<file path="src/msr_pkg.sv">
// Purpose: shared constants for the multi-section shift register
// Assumes: one core clock; the shift clock arrives as a synchronous level
// Notes:   section depths and tap position are fixed
package msr_pkg;

   // ==========================================================
   // core clock
   localparam int unsigned MSR_CORE_CLK_PERIOD_NS = 50;

   // ==========================================================
   // section geometry
   localparam int unsigned MSR_NUM_SECTIONS       = 4;
   localparam int unsigned MSR_SHORT_DEPTH        = 4;
   localparam int unsigned MSR_LONG_DEPTH         = 5;
   localparam int unsigned MSR_TAP_STAGE          = 4;
   localparam int unsigned MSR_TAP_IDX            = MSR_TAP_STAGE - 1;

   // ==========================================================
   // reset values of control state
   localparam logic        MSR_SCLK_PREV_RST      = 1'b0;
   localparam logic [1:0]  MSR_RST_SYNC_RST       = 2'h0;

endpackage

</file>
<file path="src/msr_section.sv">
// Purpose: one serial shift section of configurable depth
// Assumes: shift_i is a one-cycle strobe marking a falling shift-clock edge
// Notes:   stages carry no reset; contents are unknown until data is shifted in
`timescale 1ns/1ps
module msr_section
   import msr_pkg::*;
#(
   parameter int unsigned DEPTH = MSR_SHORT_DEPTH
) (
   input  wire logic             clk_i,    // core clock
   input  wire logic             shift_i,  // shift strobe
   input  wire logic             ser_i,    // serial data in
   output logic [DEPTH-1:0]      stage_o   // stage contents, [0] first
);

   // ==========================================================
   // stage chain
   genvar k;
   generate
      for (k = 0; k < DEPTH; k++) begin : g_stage
         wire logic stage_nxt;
         if (k == 0) begin : g_first
            assign stage_nxt = ser_i;
         end else begin : g_next
            assign stage_nxt = stage_o[k-1];
         end
         // held between strobes, so contents survive a stopped clock
         always_ff @(posedge clk_i) begin
            if (shift_i) begin
               stage_o[k] <= stage_nxt;
            end
         end
      end
   endgenerate

endmodule

</file>
<file path="src/msr_top.sv">
// Purpose: four independent static shift sections sharing one shift clock
// Assumes: shift_clk_i and serial inputs are synchronous to core_clk_i
// Notes:   a shift happens in the core cycle that first sees shift_clk_i low
//
// Operation
// - four sections: two of four stages and two of five stages.
// - each five-stage section also outputs its fourth stage.
// - every section has its own serial input; no internal data between sections.
// - one shared clock; each falling edge while out of reset moves every stage one place on.
// - extra output copies the fourth-stage tap half a cycle later, else holds.
// - contents hold indefinitely while the clock rests at either level.
`timescale 1ns/1ps
module msr_top
   import msr_pkg::*;
(
   input  wire logic core_clk_i,                  // core clock, 20 MHz
   input  wire logic rstn_i,                      // async reset, active low
   input  wire logic shift_clk_i,                 // shared shift clock level
   input  wire logic ser_a_i,                     // serial in, four-stage section a
   input  wire logic ser_b_i,                     // serial in, four-stage section b
   input  wire logic ser_c_i,                     // serial in, five-stage section c
   input  wire logic ser_d_i,                     // serial in, five-stage section d
   output logic      fourth_stage_tap_o,          // last stage of section a
   output logic      half_cycle_delayed_tap_o,    // tap a, half cycle later
   output logic      out_b_o,                     // last stage of section b
   output logic      tap_c_o,                     // fourth stage of section c
   output logic      out_c_o,                     // last stage of section c
   output logic      tap_d_o,                     // fourth stage of section d
   output logic      out_d_o                      // last stage of section d
);

   // ==========================================================
   // reset release
   logic [1:0] rst_sync_r;
   wire  logic rst_n;

   always_ff @(posedge core_clk_i or negedge rstn_i) begin
      if (!rstn_i) begin
         rst_sync_r <= MSR_RST_SYNC_RST;
      end else begin
         rst_sync_r <= {rst_sync_r[0], 1'b1};
      end
   end

   assign rst_n = rst_sync_r[1];

   // ==========================================================
   // shift-clock edge detection
   logic       sclk_prev_r;
   wire  logic sclk_fall;
   wire  logic sclk_rise;

   // prev resets low so a clock resting low after reset gives no false fall
   always_ff @(posedge core_clk_i or negedge rst_n) begin
      if (!rst_n) begin
         sclk_prev_r <= MSR_SCLK_PREV_RST;
      end else begin
         sclk_prev_r <= shift_clk_i;
      end
   end

   assign sclk_fall = rst_n &  sclk_prev_r & ~shift_clk_i;
   assign sclk_rise = rst_n & ~sclk_prev_r &  shift_clk_i;

   // ==========================================================
   // sections
   wire logic [MSR_SHORT_DEPTH-1:0] stg_a;
   wire logic [MSR_SHORT_DEPTH-1:0] stg_b;
   wire logic [MSR_LONG_DEPTH-1:0]  stg_c;
   wire logic [MSR_LONG_DEPTH-1:0]  stg_d;

   msr_section #(.DEPTH(MSR_SHORT_DEPTH)) u_sec_a (
      .clk_i   (core_clk_i),
      .shift_i (sclk_fall),
      .ser_i   (ser_a_i),
      .stage_o (stg_a)
   );

   msr_section #(.DEPTH(MSR_SHORT_DEPTH)) u_sec_b (
      .clk_i   (core_clk_i),
      .shift_i (sclk_fall),
      .ser_i   (ser_b_i),
      .stage_o (stg_b)
   );

   msr_section #(.DEPTH(MSR_LONG_DEPTH)) u_sec_c (
      .clk_i   (core_clk_i),
      .shift_i (sclk_fall),
      .ser_i   (ser_c_i),
      .stage_o (stg_c)
   );

   msr_section #(.DEPTH(MSR_LONG_DEPTH)) u_sec_d (
      .clk_i   (core_clk_i),
      .shift_i (sclk_fall),
      .ser_i   (ser_d_i),
      .stage_o (stg_d)
   );

   // ==========================================================
   // outputs, all straight from stage flops
   assign fourth_stage_tap_o = stg_a[MSR_SHORT_DEPTH-1];
   assign out_b_o            = stg_b[MSR_SHORT_DEPTH-1];
   assign tap_c_o            = stg_c[MSR_TAP_IDX];
   assign out_c_o            = stg_c[MSR_LONG_DEPTH-1];
   assign tap_d_o            = stg_d[MSR_TAP_IDX];
   assign out_d_o            = stg_d[MSR_LONG_DEPTH-1];

   // ==========================================================
   // half-cycle delayed tap
   // follows the tap on the rising edge, so it is stable across the fall
   // that a downstream stage samples; no reset, like the stages
   logic half_tap_r;

   always_ff @(posedge core_clk_i) begin
      if (sclk_rise) begin
         half_tap_r <= fourth_stage_tap_o;
      end
   end

   assign half_cycle_delayed_tap_o = half_tap_r;

   // ==========================================================
   // checks
   // stages power up unknown, so exact equality keeps an unknown pair from firing
   property p_first_stage_loads;
      @(posedge core_clk_i) disable iff (!rst_n)
      sclk_fall |=> (stg_a[0] === $past(ser_a_i));
   endproperty
   a_first_stage_loads: assert property (p_first_stage_loads)
      else $error("first stage did not take serial input on falling edge");

   property p_chain_moves;
      @(posedge core_clk_i) disable iff (!rst_n)
      sclk_fall |=> (stg_c[MSR_LONG_DEPTH-1:1] === $past(stg_c[MSR_LONG_DEPTH-2:0]));
   endproperty
   a_chain_moves: assert property (p_chain_moves)
      else $error("five-stage chain did not shift by one place");

   property p_hold_between_edges;
      @(posedge core_clk_i) disable iff (!rst_n)
      (!sclk_fall && !$past(sclk_fall)) |=> ((stg_b === $past(stg_b)) && (stg_d === $past(stg_d)));
   endproperty
   a_hold_between_edges: assert property (p_hold_between_edges)
      else $error("stage contents changed without a falling edge");

   property p_tap_tracks;
      @(posedge core_clk_i) disable iff (!rst_n)
      sclk_fall |=> (tap_d_o === $past(stg_d[MSR_TAP_IDX-1])) ##0 (out_d_o === $past(tap_d_o));
   endproperty
   a_tap_tracks: assert property (p_tap_tracks)
      else $error("fourth-stage tap out of step with its chain");

   property p_sections_independent;
      @(posedge core_clk_i) disable iff (!rst_n)
      sclk_fall |=> (stg_b[0] === $past(ser_b_i)) && (stg_d[0] === $past(ser_d_i));
   endproperty
   a_sections_independent: assert property (p_sections_independent)
      else $error("section first stage not fed from its own input");

   property p_half_follows;
      @(posedge core_clk_i) disable iff (!rst_n)
      sclk_rise |=> (half_cycle_delayed_tap_o === $past(fourth_stage_tap_o));
   endproperty
   a_half_follows: assert property (p_half_follows)
      else $error("delayed tap did not follow tap on rising edge");

   property p_half_holds;
      @(posedge core_clk_i) disable iff (!rst_n)
      (!sclk_rise && $past(rst_n)) |=> (half_cycle_delayed_tap_o === $past(half_cycle_delayed_tap_o));
   endproperty
   a_half_holds: assert property (p_half_holds)
      else $error("delayed tap changed outside rising edge");

   property p_half_lags_fall;
      @(posedge core_clk_i) disable iff (!rst_n)
      (sclk_fall ##1 !sclk_rise) |-> (half_cycle_delayed_tap_o === $past(half_cycle_delayed_tap_o));
   endproperty
   a_half_lags_fall: assert property (p_half_lags_fall)
      else $error("delayed tap moved together with the falling edge");

   property p_fall_rise_exclusive;
      @(posedge core_clk_i) disable iff (!rst_n)
      sclk_fall |-> !sclk_rise ##1 !sclk_fall;
   endproperty
   a_fall_rise_exclusive: assert property (p_fall_rise_exclusive)
      else $error("edge detector gave overlapping or repeated strobes");

   property p_short_chain_moves;
      @(posedge core_clk_i) disable iff (!rst_n)
      sclk_fall |=> (stg_b[MSR_SHORT_DEPTH-1:1] === $past(stg_b[MSR_SHORT_DEPTH-2:0]));
   endproperty
   a_short_chain_moves: assert property (p_short_chain_moves)
      else $error("four-stage chain did not shift by one place");

   property p_tap_c_tracks;
      @(posedge core_clk_i) disable iff (!rst_n)
      sclk_fall |=> (tap_c_o === $past(stg_c[MSR_TAP_IDX-1])) && (out_c_o === $past(tap_c_o));
   endproperty
   a_tap_c_tracks: assert property (p_tap_c_tracks)
      else $error("tap of section c out of step with its chain");

   property p_last_outputs;
      @(posedge core_clk_i) disable iff (!rst_n)
      sclk_fall |=> (fourth_stage_tap_o === $past(stg_a[MSR_SHORT_DEPTH-2]))
                    && (out_b_o === $past(stg_b[MSR_SHORT_DEPTH-2]));
   endproperty
   a_last_outputs: assert property (p_last_outputs)
      else $error("four-stage section output not fed from its third stage");

   // no disable here: stages must keep their contents while reset is held
   property p_reset_keeps_stages;
      @(posedge core_clk_i)
      !rst_n |=> (stg_a === $past(stg_a)) && (stg_c === $past(stg_c)) && (half_tap_r === $past(half_tap_r));
   endproperty
   a_reset_keeps_stages: assert property (p_reset_keeps_stages)
      else $error("stage contents moved while reset was held");

endmodule

</file>
<file path="config.mk">
export PLATFORM = sky130hd
export DESIGN_NAME = msr_top
export DESIGN_NICKNAME = d
export VERILOG_FILES = /design/src/msr_pkg.sv /design/src/msr_section.sv /design/src/msr_top.sv
export SDC_FILE = /design/constraint.sdc
export NUM_CORES = 1
export LEC_CHECK = 0
export CAP_MARGIN = 15
export CORE_MARGIN = 4
export CORE_UTILIZATION = 50
export CTS_CLUSTER_DIAMETER = 50
export DETAILED_ROUTE_END_ITERATION = 10
export DONT_BUFFER_PORTS = 1
export PLACE_DENSITY = 0.63
export REMOVE_ABC_BUFFERS = 1
export SLEW_MARGIN = 20
export SYNTH_ARGS = -nofsm -noshare
export SYNTH_HDL_FRONTEND = slang
export SYNTH_HIERARCHICAL = 1
export SYNTH_SLANG_ARGS = --single-unit
</file>
<file path="constraint.sdc">
create_clock -name core_clk_i -period 0.8 [get_ports core_clk_i]
set_input_delay 0.16 -clock core_clk_i [delete_from_list [all_inputs] [get_ports core_clk_i]]
set_output_delay 0.16 -clock core_clk_i [all_outputs]
set_load 0.1 [all_outputs]
</file>
Word level (Yosys, flattened, before mapping)

Cells that the tools add are included.

$add $sub $neg: 0
Multiply operators: 0
Div/mod/pow operators: 0
Order comparisons: 0
Equality and inequality tests: 0
Shifts and indexed selects: 0
Muxes and demuxes: 0
Bitwise operators: 6
Reduce and logical (&&, ||, !) cells: 0

Operator list:

| operator          | count |
|---|---|
| bitwise AND 1 bit | 4 |
| inverter 1 bit    | 2 |

Register bits after elaboration: 22
Bits in latches: 0
Memory bits (writable): 0
Bits in read-only memories: 0
Logic and storage cells: 27
Memories kept: 0

Logic depth before layout (Yosys ltp)

Word-level depth: 3
Gate-level depth with buffers: 1
Mapped depth without buffers: 1

Modules after synthesis

Netlist, hierarchy kept.

By module, submodules not included:

| module                    | instances | cells an instance | area each (um2) | seq. area each (um2) |
|---|---|---|---|---|
| msr_section (u_sec_c ...) | 2         | 9                 | 180.2           | 150.1 |
| msr_section (u_sec_a ...) | 2         | 7                 | 142.6           | 120.1 |
| msr_top                   | 1         | 7                 | 126.4           | 105.1 |

Worst setup path before layout

Ideal clock, no wire load.

Path kind: flip-flop to flip-flop
Start point: register rst_sync_r[1]
End point: register u_sec_a.stage_o[0], in the netlist u_sec_a/g_stage[1].stage_nxt, enable pin
Setup time: 0.376 ns
Arrival time: 0.872 ns
Required time: 0.424 ns
Slack: -0.448 ns
Cell stages (with the launch flop): 2
Period minus slack after synthesis: 1.248 ns
Cell sequence: dfrtp_1 -> and3b_1

Word-level cells in the longest chain between the ends: 2

Ends and longest elaborated chain:

| element                        | line              | source |
|---|---|---|
| start, declared                | msr_top.sv:34     | `logic [1:0] rst_sync_r;` |
| start signal, assigned         | msr_top.sv:41     | `rst_sync_r <= {rst_sync_r[0], 1'b1};` |
| bitwise AND 1 bit (2 in a row) | msr_top.sv:62     | `assign sclk_fall = rst_n & sclk_prev_r & ~shift_clk_i;` |
| via sclk_fall                  | msr_top.sv:50     | `wire logic sclk_fall;` |
| end signal, assigned by index  | msr_section.sv:30 | `stage_o[k] <= stage_nxt;` |
| end, declared                  | msr_section.sv:13 | `output logic [DEPTH-1:0] stage_o` |

The timed path passes the listed nets, and every way through them passes these cells.
A chain may end at the register's enable or synchronous reset.

Worst setup path in the final report

Start point: register u_sec_c.stage_o[3], in the netlist u_sec_c/g_stage[4].stage_nxt
End point: output port tap_c_o

RTL lines:

| element                         | line              | source |
|---|---|---|
| start, declared                 | msr_section.sv:13 |  |
| start signal, assigned by index | msr_section.sv:30 |  |
| end, declared                   | msr_top.sv:26     | `output logic tap_c_o,` |

No word-level cell between the ends.

==> results.tsv <==
stage	metric	value	unit
global_routing	busiest layer in global routing	met2	
timing	worst setup margin	-0.304	ns
outcome	failing checks	negative setup slack	
detailed_routing	DR WL/cell	13.8	microns
global_routing	largest net degree at the start of global routing	19	
clock_tree	CTS buffer count	3	
critical_path	worst path arrival time	0.94	ns
synth	Synth Instances	27	
floorplan	die width	44.9	microns
clock_tree	CTS max path bufs	2	
floorplan	core area	1280	sq um
final_layout	Post-Layout Inst Area	966	sq um
power	power share of the clock group	28.4	%
global_routing	met3 Use GR	3.59	%
power	Switching Power	391	uW
final_layout	Finished Layout Cells	61	
clock_tree	clk sink count	22	
global_routing	initial antenna violation count	0	
critical_path	crit path max-delay cell type	edfxtp_1	
power	sequential power share	64.2	%
clock_tree	Root Buffer	clkbuf_4	
critical_path	Top delay family on crit path	flip-flops	
placed_design	Placer Congestion	0.621	
synth	post-synthesis area per instance	25.3	sq um
critical_path	worst-path cell chain	buf_12	
clock_tree	htree depth	1	
global_routing	routing usage on met1	11.5	%
detailed_routing	Remaining DRCs	0	
critical_path	worst-path fanout max	2	
power	Int Power	1620	uW
power	sw frac	19.4	%
placed_design	Port Buffers	0	
critical_path	crit path launch type	flop	
global_routing	met2 Track Usage GR	14.7	%
timing	setup TNS	-5.56	ns
detailed_routing	via count	289	
timing	ratio of final minimum period to clock period	138	%
timing	crit path time final	1.10	ns
timing	max-slew violations	0	
critical_path	worst path buffer plus inverter count	1	
timing	clk_skew	0.00852	ns
final_layout	area occupied by multi-input gates	22.5	sq um
clock_tree	TritonCTS clock tree	yes	
final_layout	nets@finish	54	
clock_tree	Clk pin slew, worst setup/hold paths	0.11	ns
global_routing	Tot GR Track Use	9.78	%
floorplan	# rows	13	
power	Power Density	2080	nW/um^2
critical_path	CP Capture Type	output port	
floorplan	initial core utilization	53.1	%
detailed_routing	antenna-violating nets left	0	
critical_path	critical path class	reg -> out	
final_layout	Final Util	75.2	%
final_layout	area grow syn2layout	41.7	%
detailed_routing	final WL	843	microns
global_routing	number of global-route vias before repair	299	
power	VDD IR-drop max	0.00157	V
floorplan	Die Area	2020	sq um
floorplan	height of the die	44.9	microns
timing	max frequency	906	MHz
hold_path	HP Class	in -> async	
global_routing	Overflow after GRT	0	
placed_design	Cells after DPL	49	
timing	RSZ-0062 raised after global routing	yes	
detailed_routing	Vias/cell	4.74	
timing	Hold Vio Cnt, Final	0	
clock_tree	clock insertion delay at the later pin of the skew report	0.29	ns
power	Leak	0.000361	uW
synth	Yosys warnings	6	
detailed_routing	DR pass1 iterations	2	
final_layout	storage element area	646	sq um
power	Gate power share	7.4	%
global_routing	first-pass GRT wire length	1.30	mm
detailed_routing	1st-iter DRT viols	1	
critical_path	max incr delay on CP	0.45	ns
floorplan	count of boundary I/O pins	14	
final_layout	share of cells above drive strength 1	34.8	%
placed_design	Post-DP Area	853	sq um
synth	Mapped Area	682	sq um
critical_path	Required @ worst endpoint	0.64	ns
timing	final setup violation count	28	
run	MaxCap Viol Count	0	
final_layout	Diodes inserted	0	
outcome	status	finished with violations	
final_layout	fillers	78	
## cell type report
class                   instances  share of cell area, %
multi-input cells               3                   2.33
repair buffers                 17                   25.1
well taps                      15                   1.94
clock buffers                   4                   3.76
flip-flops and latches         22                   66.8
## worst register-to-register path: stages, from the launching register on
cell,delay (ns)
dfrtp_1,0.36
and3b_2,0.21
buf_12,0.16
## final timing paths
| path | from | to | slack (ns) | depth (start not counted) |
|---|---|---|---|---|
| worst max-delay path | u_sec_c/g_stage[4].stage_nxt$_DFFE_PP_ | tap_c_o | -0.30 | 1 |
| worst min-delay path | rstn_i | rst_sync_r[0]$_DFF_PN0_ | 0.10 | 1 |
| worst max register to register | rst_sync_r[1]$_DFF_PN0_ | u_sec_d/g_stage[2].stage_nxt$_DFFE_PP_ | -0.20 | 2 |
| worst min register to register | rst_sync_r[1]$_DFF_PN0_ | sclk_prev_r$_DFF_PN0_ | 0.13 | 1 |
| max in group asynchronous | rstn_i | rst_sync_r[1]$_DFF_PN0_ | 0.57 | 1 |
| min in group core_clk_i | shift_clk_i | half_cycle_delayed_tap_o$_DFFE_PP_ | 0.14 | 1 |
## through the flow
stage | setup WS, ns | total power [uW] | hold slack, ns
floorplan | -0.448 | 1380 | -0.136
global placement | -0.173 | 1430 | -0.136
detailed placement | -0.201 | 1440 | -0.136
CTS | -0.319 | 2040 | 0.0790
global route | -0.345 | 2110 | 0.0796
finish | -0.304 | 2010 | 0.101
## power by group through the flow
stage | Sequential, uW | Combinational [uW] | Clock [uW]
after floorplan | 1370 | 13.3 | 0
after global placement | 1320 | 120 | 0
after detailed placement | 1320 | 121 | 0
after CTS | 1290 | 149 | 598
after global routing | 1290 | 155 | 658
final | 1290 | 148 | 571
## sequential cells by signal, indices dropped and copies added, names as in the netlist, 2 cells and up
signal                     cells
u_sec_c/g_stage.stage_nxt      4
u_sec_b/g_stage.stage_nxt      3
u_sec_a/g_stage.stage_nxt      3
rst_sync_r                     2
u_sec_d/g_stage.stage_nxt      4
## layout by cell type, fill, tap and decap left out
master	n
edfxtp_1	19
buf_12	8
dlygate4sd3_1	6
clkbuf_4	3
buf_4	3
dfrtp_1	3
and3b_2	1
and3b_1	1
clkbuf_8	1
conb_1	1
## routing by layer
layer,share of wire (%),vias to the layer above,routed length (microns)
met3,7.2,2,61
li1,-,136,-
met5,0,-,0
met2,53,12,443
met4,1.4,0,12
met1,39,139,326
## timing repair
action | 4_1_cts | 5_1_grt
setup endpoints to repair | 26 | 28
setup buffers | 2 | 1
hold buffers | 6 | 0
endpoints found under the hold margin | 7 | 0
resized for setup | 1 | 0
gates cloned | 0 | 0
(Power assumes the default switching activity.)
